`src/core/flp_map.vh`:
```
/*
 * Offsets, field positions, reset values and codes of the flash programming
 * control register bank.
 * Assumes a 32-bit AHB-Lite slave that decodes the low byte of the address.
 */
`ifndef FLP_MAP_VH
`define FLP_MAP_VH

// Byte offsets of the registers within the bank.
`define FLP_CTRL_OFS 8'h00
`define FLP_KEY_OFS 8'h10
`define FLP_TADDR_OFS 8'h20
`define FLP_WORD_OFS 8'h30
`define FLP_SRC_OFS 8'h40
`define FLP_IRQ_STAT_OFS 8'h50
`define FLP_IRQ_MASK_OFS 8'h54

// Distance of the clear, set and invert companions above their base register.
`define FLP_ALIAS_CLR 2'h1
`define FLP_ALIAS_SET 2'h2
`define FLP_ALIAS_INV 2'h3
`define FLP_ALIAS_BASE 2'h0

// Field positions in the program control register.
`define FLP_BIT_TRIG 15
`define FLP_BIT_GATE 14
`define FLP_BIT_FAIL 13
`define FLP_BIT_LVF 12
`define FLP_BIT_LVA 11
`define FLP_OP_HI 3
`define FLP_OP_LO 0

// Bits that software may change, per register.
`define FLP_CTRL_WMASK 32'h0000_c00f
`define FLP_TADDR_WMASK 32'hffff_fffc

// Reset values.
`define FLP_CTRL_RST 32'h0000_0000
`define FLP_REG_RST 32'h0000_0000

// Operation selector codes.
`define FLP_OP_NONE 4'h0
`define FLP_OP_WORD 4'h1
`define FLP_OP_ROW 4'h3
`define FLP_OP_PAGE 4'h4
`define FLP_OP_FULL 4'h5

// Unlock key pair; the values are arbitrary.
`define FLP_KEY_FIRST 32'h1234_5678
`define FLP_KEY_SECOND 32'h8765_4321

// Interrupt status and mask layout.
`define FLP_IRQ_W 3
`define FLP_IRQ_DONE 0
`define FLP_IRQ_FAIL 1
`define FLP_IRQ_LVF 2

`endif

```
`src/core/flp_sync.v`:
```
/*
 * Three-stage input synchroniser with agreement filter.
 * Assumes inputs come from outside the clk_in domain; output follows only
 * once the second and third stages agree.
 */
module flp_sync #(
   parameter WIDTH = 1
) (
   input wire clk_in,
   input wire rst_in,
   input wire [WIDTH-1:0] async_in,
   output wire [WIDTH-1:0] level_out
);

   genvar i;

   generate
      for (i = 0; i < WIDTH; i = i + 1) begin : g_bit
         reg s1_q;
         reg s2_q;
         reg s3_q;
         reg out_q;

         // The first stage feeds only the second, so metastability stays contained.
         always @(posedge clk_in or posedge rst_in) begin
            if (rst_in) begin
               s1_q <= 1'b0;
               s2_q <= 1'b0;
               s3_q <= 1'b0;
               out_q <= 1'b0;
            end else begin
               s1_q <= async_in[i];
               s2_q <= s1_q;
               s3_q <= s2_q;
               if (s2_q == s3_q) begin
                  out_q <= s3_q;
               end
            end
         end

         assign level_out[i] = out_q;
      end
   endgenerate

endmodule // flp_sync

```
`src/core/flp_regs.v`:
```
/*
 * Flash self-programming control register bank with AHB-Lite slave access,
 * unlock sequencing, operation launch and interrupt status.
 * Assumes a flash array controller that takes a start pulse with the code,
 * address and data, and answers with a one-cycle done pulse on clk_in.
 * The low-voltage detector output arrives asynchronously.
 */
// The implementer's own choices: the register offsets and register access over AHB-Lite.
`include "flp_map.vh"

// Summary of operation
// - Seven registers: control, unlock key, target address, program word, source address, interrupt status, interrupt mask.
// - Clear companion at +0x4 clears writable bits written as one.
// - Set companion at +0x8 sets writable bits written as one.
// - Invert companion at +0xC toggles writable bits written as one.
// - Unimplemented bits read zero and ignore writes.
// - Trigger writable only with write gate and unlock; hardware clears it when done.
// - Reset clears write gate; gate enables trigger writes and low-voltage detector.
// - Codes 1,3,4,5 start operations; 0,2,6 start no flash operation; others reserved.
// - Fail and low-voltage flags are hardware set, cleared by starting code zero.
module flp_regs (
   input wire clk_in,
   input wire rst_in,
   input wire hsel_in,
   input wire [31:0] haddr_in,
   input wire [1:0] htrans_in,
   input wire hwrite_in,
   input wire [2:0] hsize_in,
   input wire [31:0] hwdata_in,
   input wire hready_in,
   output wire hreadyout_out,
   output wire hresp_out,
   output wire [31:0] hrdata_out,
   output wire op_start_out,
   output wire [3:0] op_code_out,
   output wire [31:0] op_addr_out,
   output wire [31:0] op_word_out,
   output wire [31:0] op_src_out,
   output wire lvd_enable_out,
   output wire irq_out,
   input wire op_done_in,
   input wire op_fail_in,
   input wire low_voltage_in
);

   localparam ST_IDLE = 3'b001;
   localparam ST_RUN = 3'b010;
   localparam ST_END = 3'b100;

   localparam SEL_CTRL = 3'd0;
   localparam SEL_TADDR = 3'd1;
   localparam SEL_WORD = 3'd2;
   localparam SEL_SRC = 3'd3;
   localparam SEL_KEY = 3'd4;
   localparam SEL_STAT = 3'd5;
   localparam SEL_MASK = 3'd6;
   localparam SEL_NONE = 3'd7;

   localparam RD_IDLE = 2'd0;
   localparam RD_WAIT = 2'd1;
   localparam RD_READY = 2'd2;

   // Which register a byte offset hits; companions map to their base.
   function [2:0] reg_sel;
      input [7:0] off;
      begin
         if (off[1:0] != 2'b00) begin
            reg_sel = SEL_NONE;
         end else if ({off[7:4], 4'h0} == `FLP_CTRL_OFS) begin
            reg_sel = SEL_CTRL; // Companions share the base's sixteen-byte slot.
         end else if ({off[7:4], 4'h0} == `FLP_TADDR_OFS) begin
            reg_sel = SEL_TADDR;
         end else if (off == `FLP_KEY_OFS) begin
            reg_sel = SEL_KEY;
         end else if (off == `FLP_WORD_OFS) begin
            reg_sel = SEL_WORD;
         end else if (off == `FLP_SRC_OFS) begin
            reg_sel = SEL_SRC;
         end else if (off == `FLP_IRQ_STAT_OFS) begin
            reg_sel = SEL_STAT;
         end else if (off == `FLP_IRQ_MASK_OFS) begin
            reg_sel = SEL_MASK;
         end else begin
            reg_sel = SEL_NONE;
         end
      end
   endfunction

   // Merge a write into a register through the base or a companion alias.
   function [31:0] alias_merge;
      input [31:0] old;
      input [31:0] wdata;
      input [1:0] kind;
      input [31:0] wmask;
      reg [31:0] hit;
      begin
         hit = wdata & wmask;
         case (kind)
            `FLP_ALIAS_CLR: alias_merge = old & ~hit;
            `FLP_ALIAS_SET: alias_merge = old | hit;
            `FLP_ALIAS_INV: alias_merge = old ^ hit;
            default: alias_merge = (old & ~wmask) | hit;
         endcase
      end
   endfunction

   reg [31:0] taddr_q;
   reg [31:0] word_q;
   reg [31:0] src_q;
   reg [3:0] op_q;
   reg trig_q;
   reg gate_q;
   reg fail_q;
   reg lvf_q;
   reg [1:0] key_stage_q;
   reg [2:0] st_q;
   reg start_q;
   reg [`FLP_IRQ_W-1:0] irq_stat_q;
   reg [`FLP_IRQ_W-1:0] irq_mask_q;
   reg wr_pend_q;
   reg [7:0] addr_q;
   reg [1:0] rd_stage_q;
   reg [31:0] hrdata_q;

   wire lv_level;
   wire aphase;
   wire wr_now;
   wire [2:0] wr_sel;
   wire [1:0] wr_kind;
   wire [31:0] ctrl_view;
   wire [31:0] ctrl_new;
   wire trig_req;
   wire launch;
   wire real_op;
   wire clear_errs;
   wire set_fail;
   wire set_lvf;
   wire op_done_evt;
   reg [31:0] rd_mux;

   // The detector output is asynchronous to the bus clock.
   flp_sync #(
      .WIDTH(1)
   ) u_lv_sync (
      .clk_in(clk_in),
      .rst_in(rst_in),
      .async_in(low_voltage_in),
      .level_out(lv_level)
   );

   // Single transfers only; a read costs one wait state so data comes from a flop.
   assign aphase = hsel_in & hready_in & htrans_in[1];
   assign hreadyout_out = (rd_stage_q != RD_WAIT);
   assign hresp_out = 1'b0;
   assign hrdata_out = hrdata_q;

   // Address phase capture and read wait state sequencing.
   always @(posedge clk_in or posedge rst_in) begin
      if (rst_in) begin
         wr_pend_q <= 1'b0;
         addr_q <= 8'h00;
         rd_stage_q <= RD_IDLE;
      end else begin
         if (hready_in) begin
            wr_pend_q <= aphase & hwrite_in;
            if (aphase) begin
               addr_q <= haddr_in[7:0];
            end
         end
         if (rd_stage_q == RD_WAIT) begin
            rd_stage_q <= RD_READY;
         end else if (aphase && !hwrite_in) begin
            rd_stage_q <= RD_WAIT;
         end else begin
            rd_stage_q <= RD_IDLE;
         end
      end
   end

   assign wr_now = wr_pend_q;
   assign wr_sel = reg_sel(addr_q);
   assign wr_kind = (wr_sel == SEL_CTRL || wr_sel == SEL_TADDR) ? addr_q[3:2] :
      `FLP_ALIAS_BASE;

   // Read-only status bits are placed in the view but masked out of every write.
   assign ctrl_view = {16'h0000, trig_q, gate_q, fail_q, lvf_q, lv_level & gate_q, 7'h00,
      op_q};
   assign ctrl_new = alias_merge(ctrl_view, hwdata_in, wr_kind, `FLP_CTRL_WMASK);

   // Trigger only takes a one while gated and unlocked; software cannot drop it.
   assign trig_req = wr_now && wr_sel == SEL_CTRL && ctrl_new[`FLP_BIT_TRIG] && !trig_q &&
      gate_q && key_stage_q == 2'd2;
   assign launch = trig_req;

   // Unlock sequence: first key then second key, consumed by any control write.
   always @(posedge clk_in or posedge rst_in) begin
      if (rst_in) begin
         key_stage_q <= 2'd0;
      end else if (wr_now && wr_sel == SEL_KEY) begin
         if (hwdata_in == `FLP_KEY_FIRST) begin
            key_stage_q <= 2'd1;
         end else if (key_stage_q == 2'd1 && hwdata_in == `FLP_KEY_SECOND) begin
            key_stage_q <= 2'd2;
         end else begin
            key_stage_q <= 2'd0;
         end
      end else if (wr_now && wr_sel == SEL_CTRL) begin
         key_stage_q <= 2'd0;
      end
   end

   assign real_op = (op_q == `FLP_OP_WORD) || (op_q == `FLP_OP_ROW) ||
      (op_q == `FLP_OP_PAGE) || (op_q == `FLP_OP_FULL);
   assign clear_errs = launch && op_q == `FLP_OP_NONE;
   assign set_fail = (st_q == ST_RUN) && op_done_in && op_fail_in;
   assign set_lvf = (st_q == ST_RUN) && gate_q && lv_level;
   assign op_done_evt = (st_q == ST_END);

   // Operation sequencer; no-operation and reserved codes finish at once.
   always @(posedge clk_in or posedge rst_in) begin
      if (rst_in) begin
         st_q <= ST_IDLE;
         start_q <= 1'b0;
      end else begin
         start_q <= 1'b0;
         case (st_q)
            ST_IDLE: begin
               if (launch) begin
                  if (real_op) begin
                     st_q <= ST_RUN;
                     start_q <= 1'b1;
                  end else begin
                     st_q <= ST_END;
                  end
               end
            end
            ST_RUN: begin
               if (op_done_in) begin
                  st_q <= ST_END;
               end
            end
            ST_END: begin
               st_q <= ST_IDLE;
            end
            default: begin
               st_q <= ST_IDLE;
            end
         endcase
      end
   end

   // Control register; hardware events win over a simultaneous software write.
   always @(posedge clk_in or posedge rst_in) begin
      if (rst_in) begin
         gate_q <= 1'b0;
         trig_q <= 1'b0;
         op_q <= `FLP_OP_NONE;
         fail_q <= 1'b0;
         lvf_q <= 1'b0;
      end else begin
         if (wr_now && wr_sel == SEL_CTRL) begin
            gate_q <= ctrl_new[`FLP_BIT_GATE];
            if (!gate_q) begin
               op_q <= ctrl_new[`FLP_OP_HI:`FLP_OP_LO];
            end
         end
         if (op_done_evt) begin
            trig_q <= 1'b0;
         end else if (launch) begin
            trig_q <= 1'b1;
         end
         if (set_fail) begin
            fail_q <= 1'b1;
         end else if (clear_errs) begin
            fail_q <= 1'b0;
         end
         if (set_lvf) begin
            lvf_q <= 1'b1;
         end else if (clear_errs) begin
            lvf_q <= 1'b0;
         end
      end
   end

   // Address and data registers; the address keeps its two low bits at zero.
   always @(posedge clk_in or posedge rst_in) begin
      if (rst_in) begin
         taddr_q <= `FLP_REG_RST;
         word_q <= `FLP_REG_RST;
         src_q <= `FLP_REG_RST;
      end else if (wr_now) begin
         if (wr_sel == SEL_TADDR) begin
            taddr_q <= alias_merge(taddr_q, hwdata_in, wr_kind, `FLP_TADDR_WMASK);
         end
         if (wr_sel == SEL_WORD) begin
            word_q <= hwdata_in;
         end
         if (wr_sel == SEL_SRC) begin
            src_q <= hwdata_in;
         end
      end
   end

   // Sticky interrupt flags cleared by writing one; a new event beats the clear.
   always @(posedge clk_in or posedge rst_in) begin
      if (rst_in) begin
         irq_stat_q <= {`FLP_IRQ_W{1'b0}};
         irq_mask_q <= {`FLP_IRQ_W{1'b0}};
      end else begin
         if (wr_now && wr_sel == SEL_MASK) begin
            irq_mask_q <= hwdata_in[`FLP_IRQ_W-1:0];
         end
         if (wr_now && wr_sel == SEL_STAT) begin
            irq_stat_q <= irq_stat_q & ~hwdata_in[`FLP_IRQ_W-1:0] |
               {set_lvf, set_fail, op_done_evt};
         end else begin
            irq_stat_q <= irq_stat_q | {set_lvf, set_fail, op_done_evt};
         end
      end
   end

   assign irq_out = |(irq_stat_q & irq_mask_q);

   // Read view; the key and all companions read as zero.
   always @* begin
      rd_mux = 32'h0000_0000;
      case (reg_sel(addr_q))
         SEL_CTRL: rd_mux = (addr_q[3:2] == `FLP_ALIAS_BASE) ? ctrl_view : 32'h0000_0000;
         SEL_TADDR: rd_mux = (addr_q[3:2] == `FLP_ALIAS_BASE) ? taddr_q : 32'h0000_0000;
         SEL_WORD: rd_mux = word_q;
         SEL_SRC: rd_mux = src_q;
         SEL_STAT: rd_mux = {29'h0000_0000, irq_stat_q};
         SEL_MASK: rd_mux = {29'h0000_0000, irq_mask_q};
         default: rd_mux = 32'h0000_0000;
      endcase
   end

   // Read data is loaded during the wait state, after any write before it landed.
   always @(posedge clk_in or posedge rst_in) begin
      if (rst_in) begin
         hrdata_q <= 32'h0000_0000;
      end else if (rd_stage_q == RD_WAIT) begin
         hrdata_q <= rd_mux;
      end
   end

   // Flash controller side; the detector runs while the write gate is set.
   assign op_start_out = start_q;
   assign op_code_out = op_q;
   assign op_addr_out = taddr_q;
   assign op_word_out = word_q;
   assign op_src_out = src_q;
   assign lvd_enable_out = gate_q;

endmodule // flp_regs

```
`config.mk`:
```
export PLATFORM = sky130hd
export DESIGN_NAME = flp_regs
export DESIGN_NICKNAME = d
export VERILOG_FILES = /design/src/core/flp_sync.v /design/src/core/flp_regs.v
export VERILOG_INCLUDE_DIRS = /design/src /design/src/core
export SDC_FILE = /design/constraint.sdc
export NUM_CORES = 1
export LEC_CHECK = 0
export BUFFER_PORTS_ARGS = -buffer_cell sky130_fd_sc_hd__buf_2
export CAP_MARGIN = 10
export CORE_MARGIN = 4
export CORE_UTILIZATION = 49
export DETAILED_ROUTE_END_ITERATION = 12
export PLACE_DENSITY = 0.82
export SLEW_MARGIN = 10
export SYNTH_ARGS = -nofsm -noshare
export SYNTH_HDL_FRONTEND = slang
export SYNTH_SLANG_ARGS = --single-unit
```
`constraint.sdc`:
```
create_clock -name clk_in -period 5.5 [get_ports clk_in]
set_clock_uncertainty 0.2 [all_clocks]
set_input_delay 1.1 -clock clk_in [delete_from_list [all_inputs] [get_ports clk_in]]
set_output_delay 1.1 -clock clk_in [all_outputs]
set_load 0.02 [all_outputs]
```
==> flow_summary_export.csv, run 1 <==
group,metric,value,unit
timing,finalMaxSlewViolations,0,
timing,hold_violations,0,
setup_path,start_kind,"flip-flop",
logic_synthesis,syn_inst,969,
cells_and_area,layout_commonest_cell,"buf_2",
timing,fmax,0.259,GHz
pwr,ir_drop,240,µV
floorplan,pin_count,214,
timing,tightest_slew,1.16,ns
logic_synthesis,synth_edf_count,0,
timing,fin_setup_tns,0,ns
floorplan,chipHeight,142,µm
clock_tree,post_cts.repair.setup_buffers,0,
clock_tree,cts-buffers-inserted,17,
worst_hold_path,hp-class,"reg -> reg",
setup_path,cp-end-kind,"flip-flop",
worst_hold_path,hp-start,"u_lv_sync.g_bit[0].s1_q",
setup_path,r2r.worst_path.cells,11,
clock_tree,clkTransAtPathRegs,0.06,ns
worst_hold_path,hold_end,"u_lv_sync.g_bit[0].s2_q",
logic_synthesis,synth.area.top_cells,"dfrtp_1 (46%), ha_1 (11%), nand2_1 (6.2%)",
timing,fin_crit_sh,70.3,%
setup_path,required,5.64,ns
floorplan,coreArea,17500,µm²
logic_synthesis,synthesis.nets,1122,
global_route,grt_pass1_vias,7775,
cells_and_area,num-nets-final,1275,
detailed_routing,wire_per_inst,19.0,µm
logic_synthesis,synth_seq_area_share,46.2,%
logic_synthesis,synth-seq-cells,163,
setup_path,worstPathArrival,4.00,ns
logic_synthesis,ys.warnings.count,0,
detailed_routing,drt_pass1_iterations,7,
pwr,clkPwrFrac,33.1,%
detailed_routing,drc,0,
logic_synthesis,synth_area,8840,µm²
logic_synthesis,yosys.area.top_type_share,45.9,%
clock_tree,worst_skew_pair.late_latency,0.43,ns
logic_synthesis,synth_top_area_cell,"dfrtp_1",
timing,fin_ws,1.63,ns
pwr,p_comb_share,23.9,%
cells_and_area,num_antenna_cells,0,
floorplan,placementRows,48,
pwr,p_switching,1320,µW
pwr,fin_total_pwr,3760,µW
floorplan,die-area,20200,µm²
global_route,antenna_found_initial,1,
pwr,internal_power,2430,µW
floorplan,die_w,142,µm
setup_path,critPathMaxFanout,31,
cells_and_area,area_delta_synth_final,19.1,%
place,globalplace.congestion,0.849,
setup_path,r2r_end,"st_q[1]",
timing,slew_headroom,22.3,%
timing,holdWs,0.152,ns
global_route,grt_usage,26.0,%
timing,rsz0062_at_grt,"false",
detailed_routing,first_iter_violations,726,
setup_path,r2r_start,"addr_q[6]",
cells_and_area,drive_gt1_share,21.5,%
clock_tree,ctsResizeCount,0,
clock_tree,cts_hold_buf,0,
logic_synthesis,synth_cell_types,56,
pwr,power_frac_seq,43.1,%
place,port_buffers,184,
logic_synthesis,synth_ff_type,"dfrtp_1",
clock_tree,h-tree-depth,4,
clock_tree,cts_tree,"done",
cells_and_area,final_cell_mix,"buf_2 (184), dfrtp_1 (162), nand2_1 (145)",
setup_path,r2r_slack,1.63,ns
status,status,"finished clean",
cells_and_area,nFillCells,1478,
place,place_ws,1.74,ns
detailed_routing,drtAntennaViolNets,0,
floorplan,start_util,50.6,%
worst_hold_path,whs_path_depth,0,
detailed_routing,vias_per_cell,5.88,
setup_path,crit_type,"reg -> reg",
place,dp_hpwl,17.6,mm
pwr,netSwitchingFraction,35.2,%
global_route,grt_max_degree,164,
pwr,p_leak,0.00527,µW
detailed_routing,vias,8000,
clock_tree,cts_root_buf,"clkbuf_16",
detailed_routing,wl,25.8,mm
run,cap_violations,0,
clock_tree,clockBufferDepth,2,
global_route,grt_overflow,0,
global_route,grt_first_pass_wirelength,41.5,mm
clock_tree,cts_sinks,163,
pwr,power.density,357,nW/µm²
logic_synthesis,avgSynthCellArea,9.12,µm²
timing,finalSetupViolCount,0,
logic_synthesis,synthArstFlopShare,100,%
timing,fin_crit,3.87,ns
[power groups by stage]
stage / clock (µW) / combinational, µW / sequential (µW)
after global placement: 0 / 850 / 1620
after detailed placement: 0 / 889 / 1630
after global routing: 1320 / 1000 / 1640
after floorplan: 0 / 406 / 1740
final: 1240 / 896 / 1620
after CTS: 1260 / 898 / 1610
[worst max-delay path by stage]
stage	start	cells past startpoint	to
floorplan	rst_in	1	addr_q[0]
global placement	addr_q[6]	11	st_q[1]
detailed placement	addr_q[6]	11	st_q[1]
CTS	addr_q[6]	11	st_q[1]
global route	addr_q[6]	11	st_q[1]
finish	addr_q[6]	11	st_q[1]
[cell type report]
| cell class | count | area [µm²] | share of cell area, % |
|---|---|---|---|
| multi-input cells | 637 | 4130 | 39.2 |
| flip-flops and latches | 163 | 4080 | 38.8 |
| repair buffers | 195 | 1020 | 9.65 |
| clock buffers | 21 | 460 | 4.37 |
| inverters | 108 | 409 | 3.89 |
| well taps | 225 | 282 | 2.67 |
| clock inverters | 11 | 151 | 1.44 |
[registers in the layout, indices dropped and copies added, names as in the netlist, 2 cells and up]
name / cells
st_q: 3
op_addr_out: 32
op_word_out: 32
key_stage_q: 2
addr_q: 8
irq_mask_q: 3
op_src_out: 32
rd_stage_q: 2
hrdata_out: 32
irq_stat_q: 3
op_code_out: 4
[kinds of logic (layout without fill, tap and decap cells)]
logic type,count (synthesis),after routing,synth area share (%)
muxes,11,11,1.40
AOI/OAI and AO/OA,298,298,21.6
buffers and inverters,169,335,7.36
adders and majority gates,77,77,10.9
and+or+nand+nor,249,249,12.5
other,1,1,0.0424
DFF,163,163,46.2
xor gates and xnor gates,1,1,0.0991
[through the flow]
stage	std cells	instance area (µm²)	util [%]
finish	1360	10500	60.2
global route	1360	10500	60.2
CTS	1360	10500	60.2
detailed placement	1328	9910	56.7
global placement	1328	9910	56.7
floorplan	969	8840	-
[routing by layer]
| layer | global-route usage (%) | routed length, µm |
|---|---|---|
| met5 | 0 | 13 |
| met4 | 9.60 | 613 |
| met3 | 7.49 | 2450 |
| met2 | 40.8 | 12000 |
| met1 | 34.4 | 10700 |
[Yosys cell counts, types with 6 or more instances]
library cell	count
dfrtp_1	162
nand2_1	147
inv_1	108
o21ai_0	94
ha_1	76
a21oi_1	60
clkbuf_1	50
nor2_1	44
o21ai_1	36
a222oi_1	29
a22o_1	25
a22oi_1	14
nor4_1	11
nand3_1	10
mux2_2	8
a21o_1	7
a211oi_1	6
nor2b_1	6
[worst max-delay path: stages, from the launching register on]
cell	delay, ns
dfrtp_1	0.49
or4_4	0.61
nor2_1	0.22
nand2_1	0.15
inv_1	0.11
ha_1	0.15
buf_4	0.36
inv_1	0.19
a2bb2oi_1	0.19
a2111oi_1	0.61
nand2_1	0.21
o32ai_1	0.29
No activity file was read; power rests on OpenSTA's default activity.
==> run 2, diff against run 1 <==
==> constraint.sdc (replaced) <==
create_clock -name clk_in -period 3.2 [get_ports clk_in]
set_clock_uncertainty 0.2 [all_clocks]
set_input_delay 0.64 -clock clk_in [delete_from_list [all_inputs] [get_ports clk_in]]
set_output_delay 0.64 -clock clk_in [all_outputs]
set_load 0.02 [all_outputs]
==> flow_summary_export.csv, run 2 (same netlist as run 1, synthesis figures left out) <==
group,metric,value,unit
setup_path,critPathMaxFanout,3,
detailed_routing,vias,8036,
pwr,ir_drop,405,µV
floorplan,pin_count,214,
pwr,p_leak,0.00536,µW
cells_and_area,drive_gt1_share,23.0,%
worst_hold_path,hold_end,"u_lv_sync.g_bit[0].s1_q",
detailed_routing,vias_per_cell,5.83,
detailed_routing,drtAntennaViolNets,0,
setup_path,r2r_start,"addr_q[7]",
worst_hold_path,hp-class,"in -> reg",
place,port_buffers,184,
clock_tree,cts_root_buf,"clkbuf_16",
worst_hold_path,hp-start,"low_voltage_in",
timing,tightest_slew,0.921,ns
floorplan,die_w,142,µm
clock_tree,h-tree-depth,4,
setup_path,required,3.32,ns
clock_tree,cts_sinks,163,
floorplan,placementRows,48,
cells_and_area,nFillCells,1466,
cells_and_area,seqCellArea,4080,µm²
status,status,"finished clean",
setup_path,cp-end-kind,"flip-flop",
cells_and_area,post-route-util,60.9,%
setup_path,critPathTopFamily,"simple AND/OR/NAND/NOR gates",
timing,rsz0062_at_grt,"false",
clock_tree,clkTransAtPathRegs,0.06,ns
cells_and_area,fin_area,10600,µm²
floorplan,chipHeight,142,µm
timing,fin_setup_tns,0,ns
clock_tree,post_cts.repair.setup_buffers,0,
place,dp_hpwl,18.1,mm
clock_tree,cts_tree,"done",
cells_and_area,multi_input_area,4130,µm²
global_route,grt_usage,26.0,%
timing,finalMaxSlewViolations,0,
timing,fin_crit,3.04,ns
setup_path,start_kind,"flip-flop",
cells_and_area,area_delta_synth_final,20.4,%
timing,fmax,0.329,GHz
run,cap_violations,0,
clock_tree,cts-buffers-inserted,17,
place,placed_area,10100,µm²
setup_path,worstPathArrival,3.16,ns
timing,finalSetupViolCount,0,
cells_and_area,fin_cells,1379,
pwr,power.density,597,nW/µm²
pwr,fin_total_pwr,6350,µW
setup_path,critPathBufInv,1,
setup_path,crit_top_cell,"nand2_1",
cells_and_area,layout_commonest_cell,"buf_2",
detailed_routing,drc,0,
cells_and_area,final_cell_mix,"buf_2 (184), dfrtp_1 (162), nand2_1 (145)",
setup_path,crit_type,"reg -> reg",
worst_hold_path,whs_path_depth,1,
detailed_routing,first_iter_violations,790,
detailed_routing,wl,26.0,mm
setup_path,slowest_stage,"or4_4",
global_route,grt_max_degree,164,
clock_tree,worst_skew_pair.late_latency,0.43,ns
global_route,grt_overflow,0,
place,dpl.cell_count,1348,
floorplan,start_util,50.6,%
floorplan,die-area,20200,µm²
global_route,antenna_found_initial,3,
global_route,grt_first_pass_wirelength,41.7,mm
setup_path,r2r_end,"st_q[1]",
timing,fin_crit_sh,95.0,%
detailed_routing,wire_per_inst,18.8,µm
setup_path,worst_path_largest_cell_delay,0.55,ns
timing,hold_violations,0,
clock_tree,clockBufferDepth,2,
setup_path,r2r.worst_path.cells,9,
setup_path,path_cells,"or4_4 -> nor2_2 -> nand2_1 -> ha_2 -> a2111o_1 -> a2111oi_2 -> buf_4 -> nand2_1 -> o32ai_1",
floorplan,coreArea,17500,µm²
detailed_routing,drt_pass1_iterations,6,
setup_path,r2r_slack,0.16,ns
place,globalplace.congestion,0.912,
global_route,grt_pass1_vias,7907,
timing,slew_headroom,38.6,%
cells_and_area,num-nets-final,1295,
## run 2: timing repair
action,CTS,global route
gates resized for setup,0,2
setup endpoints to repair,0,2
hold buffers,0,0
## run 2: power breakdown
part	switching, µW	total [µW]	internal, µW
Combinational	1020	1600	580
Sequential	389	2750	2360
Clock	824	2000	1180
Total	2230	6350	4120
## run 2: layout make-up
type | count | area share [%]
Multi-Input combinational cell | 637 | 38.9
Clock inverter | 10 | 1.03
Antenna cell | 1 | 0.0235
Sequential cell | 163 | 38.3
Timing Repair Buffer | 215 | 11.0
Inverter | 108 | 3.85
Tap cell | 225 | 2.65
Clock buffer | 20 | 4.29
## run 2: how the worst max path moves through the flow
stage              start  endpoint  slack, ns  depth (start not counted)
2_1_floorplan  addr_q[6]   st_q[1]       0.15                         10
5_1_grt        addr_q[1]   st_q[1]       0.08                         10
6_report       addr_q[7]   st_q[1]       0.16                          9
3_3_place_gp   addr_q[7]   st_q[1]       0.19                          9
3_5_place_dp   addr_q[7]   st_q[1]       0.08                          9
4_1_cts        addr_q[7]   st_q[1]       0.03                          9
## run 2: worst reg2reg max path, delay by kind of cell (launching register included)
kind | cells | cell delay [ns]
buffers and inverters | 1 | 0.18
and+or+nand+nor | 4 | 0.97
AOI/OAI and AO/OA | 3 | 0.97
adders and majority gates | 1 | 0.21
DFF | 1 | 0.40
## run 2: per-stage QoR
step | hold slack (ns) | setup WS [ns]
CTS | 0.107 | 0.0335
global placement | 0.134 | 0.186
finish | 0.120 | 0.161
floorplan | 0.131 | 0.152
global route | 0.108 | 0.0767
detailed placement | 0.140 | 0.0808
## run 2: per-layer routing
metal,GRT usage (%),part of all wire (%),up-vias
li1,-,-,3721
met1,35.9,43,3922
met2,40.8,47,343
met3,5.68,7.9,46
met4,8.84,2.0,4
met5,0,0.081,-
